==> config.mk <==
export PLATFORM = sky130hd
export DESIGN_NAME = tlfm_top
export DESIGN_NICKNAME = d
export VERILOG_FILES = /design/src/rtl/tlfm_pkg.sv /design/src/rtl/tlfm_top.sv
export SDC_FILE = /design/constraint.sdc
export NUM_CORES = 1
export LEC_CHECK = 0
export ABC_AREA = 1
export BUFFER_PORTS_ARGS = -buffer_cell sky130_fd_sc_hd__buf_2
export CELL_PAD_IN_SITES_DETAIL_PLACEMENT = 1
export CELL_PAD_IN_SITES_GLOBAL_PLACEMENT = 1
export CORE_MARGIN = 8
export CORE_UTILIZATION = 43
export DETAILED_ROUTE_END_ITERATION = 6
export PLACE_DENSITY = 0.75
export RECOVER_POWER = 25
export SETUP_SLACK_MARGIN = 0.2
export SYNTH_ARGS = -nofsm -noshare
export SYNTH_HDL_FRONTEND = slang
export SYNTH_SLANG_ARGS = --single-unit
==> constraint.sdc <==
create_clock -name clock -period 3.75 [get_ports clock]
set_clock_uncertainty 0.05 [all_clocks]
set_input_delay 0.375 -clock clock [delete_from_list [all_inputs] [get_ports clock]]
set_output_delay 0.375 -clock clock [all_outputs]
set_load 0.05 [all_outputs]
==> src/rtl/tlfm_pkg.sv <==
// constants, types and register map of the tricolour flash modulator
// assumes a 20 MHz clock and a byte-wide register port from the host link
package tlfm_pkg;
  localparam int unsigned CLK_KHZ = 20000;
  // register offsets
  localparam logic [7:0] FLASH_TIMING_ADDR = 8'h50;
  localparam logic [7:0] RED_INTENSITY_CURRENT_ADDR = 8'h51;
  localparam logic [7:0] GREEN_INTENSITY_ENABLE_PHASE_ADDR = 8'h52;
  localparam logic [7:0] BLUE_INTENSITY_ADDR = 8'h53;
  localparam logic [7:0] REG_RESET = 8'h00;
  // field positions
  localparam int ENABLE_BIT = 7;
  localparam int PHASE_BIT = 6;
  localparam int DUTY_LSB = 0;
  localparam int DUTY_MSB = 4;
  localparam int ISET_LSB = 5;
  localparam int ISET_MSB = 6;
  localparam int PER_LSB = 0;
  localparam int PER_MSB = 3;
  localparam int ON_LSB = 4;
  localparam int ON_MSB = 6;
  // modulation timing
  localparam int unsigned FRAME_NS = 6250000;      // one 160 Hz frame
  localparam int unsigned PULSES = 8;              // pulses per frame
  localparam int unsigned SUB_CYC_DFLT = FRAME_NS / 1000 * CLK_KHZ / 1000 / PULSES;
  localparam int unsigned STEP_NS = 185185;        // 1 / 5.4 ms per code step
  localparam int unsigned STEP_CYC = STEP_NS * CLK_KHZ / 1000000 / PULSES;
  localparam int unsigned SHIFT_NS = 200000;
  localparam int unsigned SHIFT_CYC = SHIFT_NS * CLK_KHZ / 1000000;
  localparam logic [4:0] DUTY_FULL = 5'h1F;
  localparam int SUB_W = 14;
  // flash timing in 50 ms ticks
  localparam int unsigned TICK_MS = 50;
  localparam int unsigned TICK_CYC_DFLT = TICK_MS * CLK_KHZ;
  localparam logic [3:0] PER_ALWAYS_ON = 4'hF;
  localparam logic [7:0] PER_BASE_TICKS = 8'h14;   // 1.0 s
  localparam logic [7:0] PER_STEP_TICKS = 8'h0A;   // 0.5 s
  localparam int TICK_W = 8;
  typedef logic [TICK_W-1:0] tlfm_ticks_t;
  localparam tlfm_ticks_t ON_TICKS [8] = '{8'h02, 8'h03, 8'h04, 8'h05,
                                           8'h06, 8'h08, 8'h0A, 8'h0C};

  typedef struct packed {
    logic wr;
    logic [7:0] addr;
    logic [7:0] wdata;
  } tlfm_req_s;

  typedef struct packed {
    logic red;
    logic green;
    logic blue;
  } tlfm_rgb_s;
endpackage

==> src/rtl/tlfm_top.sv <==
// tricolour led modulator: registers, flash sequencer, three duty modulators
// assumes the host link decodes bytes into single-cycle writes on this clock
// assumes req.addr holds steady while a read is under way
// led_on drives the external sink switches, sink_current_code their level
`timescale 1ns/1ps
module tlfm_top #(
  parameter int unsigned SUB_CYC = tlfm_pkg::SUB_CYC_DFLT,   // cycles per pulse slot
  parameter int unsigned TICK_CYC = tlfm_pkg::TICK_CYC_DFLT  // cycles per flash tick
) (
  input wire logic clock,                        // 20 MHz
  input wire logic nrst,                         // async reset, active low
  input wire tlfm_pkg::tlfm_req_s req,           // register write and address
  output logic [7:0] rdata,                      // read data for req.addr
  output tlfm_pkg::tlfm_rgb_s led_on,            // red/green/blue_output sink on
  output logic [1:0] sink_current_code           // shared sink current code
);
  import tlfm_pkg::*;

  logic [7:0] flash_timing_r;
  logic [7:0] red_intensity_current_r;
  logic [7:0] green_intensity_enable_phase_r;
  logic [7:0] blue_intensity_r;
  logic tricolor_enable;
  logic phase_select;
  logic [2:0] flash_on_time;
  logic [3:0] flash_period;
  logic [4:0] duty_code [3];
  logic [4:0] red_duty_code;
  logic [4:0] green_duty_code;
  logic [4:0] blue_duty_code;
  logic wr_flash;
  logic wr_red;
  logic wr_green;
  logic wr_blue;

  ////////////////////////////////////////////////////////////////////////////
  // registers
  // one write strobe per register; other addresses are ignored
  assign wr_flash = req.wr && (req.addr == FLASH_TIMING_ADDR);
  assign wr_red = req.wr && (req.addr == RED_INTENSITY_CURRENT_ADDR);
  assign wr_green = req.wr && (req.addr == GREEN_INTENSITY_ENABLE_PHASE_ADDR);
  assign wr_blue = req.wr && (req.addr == BLUE_INTENSITY_ADDR);

  // reserved bits are kept and read back as written
  always_ff @(posedge clock or negedge nrst) begin
    if (!nrst) begin
      flash_timing_r <= REG_RESET;
    end else if (wr_flash) begin
      flash_timing_r <= req.wdata;
    end
  end

  always_ff @(posedge clock or negedge nrst) begin
    if (!nrst) begin
      red_intensity_current_r <= REG_RESET;
    end else if (wr_red) begin
      red_intensity_current_r <= req.wdata;
    end
  end

  always_ff @(posedge clock or negedge nrst) begin
    if (!nrst) begin
      green_intensity_enable_phase_r <= REG_RESET;
    end else if (wr_green) begin
      green_intensity_enable_phase_r <= req.wdata;
    end
  end

  always_ff @(posedge clock or negedge nrst) begin
    if (!nrst) begin
      blue_intensity_r <= REG_RESET;
    end else if (wr_blue) begin
      blue_intensity_r <= req.wdata;
    end
  end

  // unmapped addresses read as zero
  always_ff @(posedge clock or negedge nrst) begin
    if (!nrst) begin
      rdata <= REG_RESET;
    end else begin
      case (req.addr)
        FLASH_TIMING_ADDR: rdata <= flash_timing_r;
        RED_INTENSITY_CURRENT_ADDR: rdata <= red_intensity_current_r;
        GREEN_INTENSITY_ENABLE_PHASE_ADDR: rdata <= green_intensity_enable_phase_r;
        BLUE_INTENSITY_ADDR: rdata <= blue_intensity_r;
        default: rdata <= REG_RESET;
      endcase
    end
  end

  assign tricolor_enable = green_intensity_enable_phase_r[ENABLE_BIT];
  assign phase_select = green_intensity_enable_phase_r[PHASE_BIT];
  assign flash_on_time = flash_timing_r[ON_MSB:ON_LSB];
  assign flash_period = flash_timing_r[PER_MSB:PER_LSB];
  assign red_duty_code = red_intensity_current_r[DUTY_MSB:DUTY_LSB];
  assign green_duty_code = green_intensity_enable_phase_r[DUTY_MSB:DUTY_LSB];
  assign blue_duty_code = blue_intensity_r[DUTY_MSB:DUTY_LSB];
  // channel index 0 red, 1 green, 2 blue
  assign duty_code[0] = red_duty_code;
  assign duty_code[1] = green_duty_code;
  assign duty_code[2] = blue_duty_code;

  // one cycle late, in step with the led outputs
  always_ff @(posedge clock or negedge nrst) begin
    if (!nrst) begin
      sink_current_code <= 2'h0;
    end else begin
      sink_current_code <= red_intensity_current_r[ISET_MSB:ISET_LSB];
    end
  end

  ////////////////////////////////////////////////////////////////////////////
  // flash sequencer
  logic [31:0] tick_cnt_r;
  tlfm_ticks_t flash_pos_r;
  tlfm_ticks_t period_ticks;
  logic tick;
  logic flash_gate;
  tlfm_ticks_t on_ticks;
  logic always_on;
  logic period_end;

  assign tick = (tick_cnt_r == TICK_CYC - 1);
  // period in ticks: base plus one step per code
  assign period_ticks = PER_BASE_TICKS + tlfm_ticks_t'(flash_period) * PER_STEP_TICKS;
  assign on_ticks = ON_TICKS[flash_on_time];
  assign always_on = (flash_period == PER_ALWAYS_ON);
  assign period_end = (flash_pos_r >= period_ticks - 8'h01);

  // time base held at zero while disabled, so enable starts a whole tick
  always_ff @(posedge clock or negedge nrst) begin
    if (!nrst) begin
      tick_cnt_r <= 32'h0;
    end else if (tick || !tricolor_enable) begin
      tick_cnt_r <= 32'h0;
    end else begin
      tick_cnt_r <= tick_cnt_r + 32'h1;
    end
  end

  // a shorter period written mid-count wraps at the next tick
  always_ff @(posedge clock or negedge nrst) begin
    if (!nrst) begin
      flash_pos_r <= '0;
    end else if (!tricolor_enable) begin
      flash_pos_r <= '0;
    end else if (tick) begin
      if (period_end) begin
        flash_pos_r <= '0;
      end else begin
        flash_pos_r <= flash_pos_r + 8'h01;
      end
    end
  end

  // on-time first, then off for the rest of the period
  assign flash_gate = always_on ||
                      (flash_pos_r < on_ticks);

  ////////////////////////////////////////////////////////////////////////////
  // pulse slot counter, eight slots per 160 Hz frame
  // free running from reset, shared by all three channels
  logic [SUB_W-1:0] sub_cnt_r;
  logic [SUB_W-1:0] sub_shift;
  logic slot_end;

  assign slot_end = (sub_cnt_r == SUB_W'(SUB_CYC - 1));

  always_ff @(posedge clock or negedge nrst) begin
    if (!nrst) begin
      sub_cnt_r <= '0;
    end else if (slot_end) begin
      sub_cnt_r <= '0;
    end else begin
      sub_cnt_r <= sub_cnt_r + 14'h0001;
    end
  end

  // delayed slot position for the shifted channel
  // SUB_CYC must exceed SHIFT_CYC; the delayed position wraps inside the slot
  assign sub_shift = (sub_cnt_r >= SUB_W'(SHIFT_CYC)) ?
                     sub_cnt_r - SUB_W'(SHIFT_CYC) :
                     sub_cnt_r + SUB_W'(SUB_CYC - SHIFT_CYC);

  ////////////////////////////////////////////////////////////////////////////
  // channel modulators
  logic [2:0] chan_on_r;
  logic [2:0] shifted;
  logic red_output;
  logic green_output;
  logic blue_output;

  // red is never the delayed channel
  assign shifted[0] = 1'b0;
  assign shifted[1] = !phase_select;
  assign shifted[2] = phase_select;

  for (genvar c = 0; c < 3; c++) begin : g_chan
    logic [SUB_W-1:0] pos;
    logic [SUB_W-1:0] width;

    assign pos = shifted[c] ? sub_shift : sub_cnt_r;
    // a width beyond one slot keeps the channel on for the whole slot
    assign width = SUB_W'(duty_code[c] * STEP_CYC);
    // registered so the sink switches see no glitches
    always_ff @(posedge clock or negedge nrst) begin
      if (!nrst) begin
        chan_on_r[c] <= 1'b0;
      end else begin
        chan_on_r[c] <= tricolor_enable && flash_gate &&
                        ((duty_code[c] == DUTY_FULL) || (pos < width));
      end
    end
  end

  assign red_output = chan_on_r[0];
  assign green_output = chan_on_r[1];
  assign blue_output = chan_on_r[2];

  assign led_on.red = red_output;
  assign led_on.green = green_output;
  assign led_on.blue = blue_output;
endmodule // tlfm_top

-- Word-level counts from Yosys, hierarchy flattened
Memory sizes are Yosys's and may differ from the RTL's.
Index checks and enable logic that the tools add are counted.
- register bits after elaboration: 99
- latch bits: 0
- bits in writable memories: 0
- memory bits (read-only): 64
- input port bits: 19
- output and inout bits: 13
- word-level logic and storage cells: 68
- memories: 1
- memory list (name ; words ; width ; read ports ; clocked after memory_dff ; write ports ; RTL line ; RTL):
    (no name shown) ; 8 ; 8 ; 1 ; 0 ; 0 ; tlfm_top.sv:127 ; assign on_ticks = ON_TICKS[flash_on_time];
- add/sub/neg operators: 7
- multipliers: 4
- div/mod/pow operators: 0
- $lt $le $gt $ge: 7
- equality and inequality tests: 11
- shift-type cells: 0
- mux-type cells: 11
- bitwise operators: 1
- reductions and logical operators: 14
- operators with widths (cell ; count):
    $mux W14 ; 4
    $lt A14 B14 Y1 ; 3
    $mux W8 ; 5
    $mul A5 B8 Y13 const B ; 3
    $add A32 B1 Y32 const B ; 1
    $eq A32 B20 Y1 const B ; 1
    $eq A8 B7 Y1 const B ; 4
    $mux W32 ; 1
    $pmux W8 S4 ; 1
    $eq A5 B5 Y1 const B ; 3
    $add A14 B1 Y14 const B ; 1
    $add A14 B14 Y14 const B ; 1
    $eq A14 B14 Y1 const B ; 1
    $ge A14 B12 Y1 const B ; 1
    $sub A14 B12 Y14 const B ; 1
    $add A5 B8 Y8 const A ; 1
    $add A8 B1 Y8 const B ; 1
    $ge A8 B8 Y1 ; 1
    $logic_and A1 B1 Y1 ; 8
    $lt A8 B8 Y1 ; 1
    $sub A8 B1 Y8 const B ; 1
    $mul A4 B3 Y7 const B ; 1
    $logic_or A1 B1 Y1 ; 5
    $eq A4 B4 Y1 const B ; 1
    other kinds (4) ; 4

-- Logic depth before layout (Yosys ltp)
- depth in word-level cells: 8
- gate-level depth with buffers: 23
- depth with buffers taken out: 23

-- Least setup slack after synthesis
OpenSTA, ideal clock, no wires.
- kind: register -> register
- start: register red_intensity_current_r[3]
- end: register chan_on_r[0], in the netlist red_output
- setup time: 120 ps
- arrival time: 3518 ps
- required time: 3580 ps
- path slack: 62 ps
- stages on the path, launching flop included: 22
- buffers on the path: 0
- clock period less this slack: 3688 ps
- path through: dfrtp_1 inv_1 ha_1 ha_1 or2_2 fa_1 ha_1 nand2_1 nor3_1 a21oi_1 o21ai_1 nand2_1 a21oi_1 nor2_1 nand2_1 nand2_1 ha_1 nand2_1 nor2_1 a21oi_1 a32oi_1 nor2_1
- word-level cells in the longest chain between the ends: 4
- elaborated cells between the ends (all ways): 5
- those cells by class: mul: 1; order compare: 1; eq/ne: 1; reduce/logical: 2
- ends and longest elaborated chain (item ; RTL line ; RTL):
    start: declaration ; tlfm_top.sv:20 ; logic [7:0] red_intensity_current_r;
    start signal: assignment ; tlfm_top.sv:57 ; red_intensity_current_r <= req.wdata;
    $mul A5 B8 Y13 ; tlfm_top.sv:205 ; assign width = SUB_W'(duty_code[c] * STEP_CYC);
    $lt A14 B14 Y1 ; tlfm_top.sv:212 ; ((duty_code[c] == DUTY_FULL) || (pos < width));
    $logic_or A1 B1 Y1 (*) ; tlfm_top.sv:212 ;
    $logic_and A1 B1 Y1 (*) ; tlfm_top.sv:211 ; chan_on_r[c] <= tricolor_enable && flash_gate &&
    end signal: indexed assignment ; tlfm_top.sv:211 ;
    end: declaration ; tlfm_top.sv:188 ; logic [2:0] chan_on_r;
Mark *: on every way between the ends. The rest lies on a longest branch, timed or not.
A chain may end at the register's enable or synchronous reset.

-- Worst setup path in the final report
- start: register green_intensity_enable_phase_r[3]
- end: register chan_on_r[1], in the netlist green_output
- word-level cells in the longest chain between the ends: 4
- elaborated cells between the ends (all ways): 5
- those cells by class: mul: 1; order compare: 1; eq/ne: 1; reduce/logical: 2
- ends and longest elaborated chain (item ; RTL line ; RTL):
    start: declaration ; tlfm_top.sv:21 ; logic [7:0] green_intensity_enable_phase_r;
    start signal: assignment ; tlfm_top.sv:65 ; green_intensity_enable_phase_r <= req.wdata;
    $mul A5 B8 Y13 ; tlfm_top.sv:205 ;
    $lt A14 B14 Y1 ; tlfm_top.sv:212 ;
    $logic_or A1 B1 Y1 (*) ; tlfm_top.sv:212 ;
    $logic_and A1 B1 Y1 (*) ; tlfm_top.sv:211 ;
Marked as above.

==> metrics.md <==
| Metric | Value |
|---|---|
| Slew @ Worst Pin | 2.61 ns |
| Crit share post-route | 101% |
| Largest net degree at the start of global routing | 100 |
| CTS tree | yes |
| Leak | 0.00489 µW |
| Status | finished, violations left |
| P per Cell Area | 253 nW/µm² |
| CP top delay family | adder cells |
| I/O Buffers | 31 |
| Most frequent cells in the layout | nand2_1 (217), inv_1 (117), ha_1 (102), dfrtp_1 (94), nor2_1 (78) |
| Final std cells w/o fill | 1,494 |
| Crit path kind | reg -> reg |
| Top-Level Pins | 32 |
| Ys Warns | 0 |
| Root Buffer | clkbuf_16 |
| HPWL after detailed placement | 20.5 mm |
| CP Cell Sequence | fa_1, ha_2, fa_2, ha_4, nand2_2, nand2_2, nand3_2, nand2_2, a21oi_2, o21ai_2, buf_4, buf_4, xnor2_1, ha_1, nand4_1, o221a_2, nand2_2, a21oi_2 |
| Proportion of layout cells with a drive suffix above 1 | 19.9% |
| Setup-failing EPs final | 2 |
| Setup WS post-layout | -0.0514 ns |
| Max cap viols | 1 |
| Antenna Nets Post-Route | 0 |
| Drt initial violations | 306 |
| Die ar. | 25,800 µm² |
| Tmin final | 3.80 ns |
| Mapped cell area | 8990 µm² |
| Via count | 8,047 |
| Layout Utilization | 50.4% |
| Antenna diodes | 0 |
| Failing checks | max-capacitance violations, max-slew violations, negative setup slack |
| Die Ht | 161 µm |
| Final number of max-transition violations | 100 |
| Initial antenna violation count | 0 |
| Placed inst area | 9820 µm² |
| Largest fanout on the critical path | 4 |
| Sequential share of the synthesized area | 27.5% |
| RSZ-0062 raised after global routing | true |
| Nets@finish | 1,381 |
| WL final | 26.5 mm |
| Slowest CP cell | fa_2 |
| Netlist cell types | 49 |
| Critical path endpoint category | register |
| Worst-path clk slew | 0.08 ns |
| Post-DR vias/cell | 5.39 |
| Top cell type's share of synthesized area | 27.5% |
| Crit path DAT | 3.99 ns |
| Row Count | 53 |
| Post-Syn Area per Cell | 7.88 µm² |
| Post-synthesis async set-or-reset flop share | 100% |
| Synth area leaders | dfrtp_1 (28%), ha_1 (18%), nand2_1 (9.6%) |
| Core area | 20,800 µm² |
| Synth area leader | dfrtp_1 |
| Hold Vio Cnt, Final | 0 |
| Die width | 161 µm |
| Cts bufs inserted | 9 |
| Slew headroom | -73.8% |
| #FFs+latches synth | 99 |
| Peak Freq | 263 MHz |
| Worst setup SP type | register |
| Number of synthesized flops with an enable pin | 0 |
| Worst path bufs/invs | 2 |
| Initial Utilization | 43.3% |
| Post-route design area | 10,500 µm² |
| Vias in the first global route | 8,634 |
| # DRC | 0 |
| Hold_ws | 0.263 ns |
| Ys flop type | dfrtp_1 |
| Grt ovf | 0 |
| Most common cell after layout, fill and taps aside | nand2_1 |
| First-pass GRT wire length | 43.6 mm |
| H-tree Lvls | 3 |
| DR pass1 iterations | 4 |
| GRT Util Overall | 20.8% |
| Layout area overhead | 16.4% |
| Slowest cell delay on critical path | 0.60 ns |
| Placed Instances | 1,460 |
| Gp weighted congestion | 0.873 |
| Cells after Synth | 1,141 |
| Hold WC Path Type | in -> reg |
| Clock Latency Late Sink | 0.36 ns |
| Synthesized net count | 1,308 |
| CTS Buffer Depth | 2 |
| Clock tree sinks | 99 |
| Crit-path most repeated cell | nand2_2 |
| CP required | 3.94 ns |
| Worst vdd ir | 195 µV |
| Drt wl/cell | 17.8 µm |
==> where the power goes <==
| part | internal (µW) | switching (µW) |
|---|---|---|
| sequential | 1090 | 24.6 |
| combinational | 246 | 345 |
| clock | 481 | 463 |
| total | 1810 | 832 |
==> flip-flops by register name, indices dropped and copies added (netlist names) <==
name	count
blue_intensity_r	8
blue_output	1
flash_pos_r	8
flash_timing_r	8
g_chan.pos	14
green_intensity_enable_phase_r	8
green_output	1
rdata	8
red_intensity_current_r	8
red_output	1
sink_current_code	2
tick_cnt_r	32
==> per-stage QoR <==
stage	setup TNS [ns]	power, µW	worst slack, ns
finish	-0.0981	2650	-0.0514
global placement	0	1640	0.0229
detailed placement	-0.243	1670	-0.104
global route	-0.619	2780	-0.256
CTS	-0.0957	2640	-0.0505
floorplan	0	1490	0.132
==> path summary, 6_finish.rpt <==
kind                                                         from                         end  slack [ns]  cells past startpoint
worst min register to register         red_intensity_current_r[5]        sink_current_code[0]        0.38                      0
max in group asynchronous                                    nrst  red_intensity_current_r[2]        1.04                      2
worst min-delay path                                       req[5]  red_intensity_current_r[5]        0.26                      3
worst max register to register  green_intensity_enable_phase_r[3]                green_output       -0.05                     18
worst max-delay path            green_intensity_enable_phase_r[3]                green_output       -0.05                     18
min in group asynchronous                                    nrst            g_chan[0].pos[4]        0.85                      2
==> per-layer routing <==
| metal | wire [µm] | track usage (%) | part of all wire (%) |
|---|---|---|---|
| met1 | 11800 | 25.4 | 44 |
| met3 | 708 | 2.76 | 2.7 |
| met4 | 773 | 7.99 | 2.9 |
| met5 | 0 | 0 | 0 |
| met2 | 13300 | 36.7 | 50 |
==> worst min-delay path: stages <==
cell and delay (ns):
buf_2 0.08, inv_1 0.06, o21ai_1 0.13
==> Yosys cell counts, types with 26 or more instances <==
| cell | number |
|---|---|
| dfrtp_1 | 99 |
| a21oi_1 | 68 |
| nand3_1 | 42 |
| nor2_1 | 79 |
| nand2_1 | 230 |
| o21ai_1 | 37 |
| ha_1 | 129 |
| o21ai_0 | 49 |
| nand4_1 | 26 |
| inv_1 | 126 |
| xor2_1 | 48 |
| nor3_1 | 31 |
==> layout make-up <==
cell class,count,area (µm²)
Inverter,144,541
Clock inverter,5,45.0
Timing Repair Buffer,91,606
Sequential cell,99,2480
Fill cell,2536,10300
Tap cell,275,344
Clock buffer,11,243
Multi-Input combinational cell,869,6200
==> cells by family after synthesis <==
group,count (synthesis),synth area share [%]
xor+xnor,65,6.41
simple gates,462,23.8
fa+ha+maj,148,22.2
flops,99,27.5
compound gates,194,12.1
buf+inv,173,7.90
==> what timing repair did <==
action	in CTS	in global routing
gates cloned	0	0
resized for setup	17	50
hold buffers	0	0
buffers inserted	7	11
pin swaps	15	38
endpoints found under the setup margin	3	3
Power figures use the tool's default switching activity.
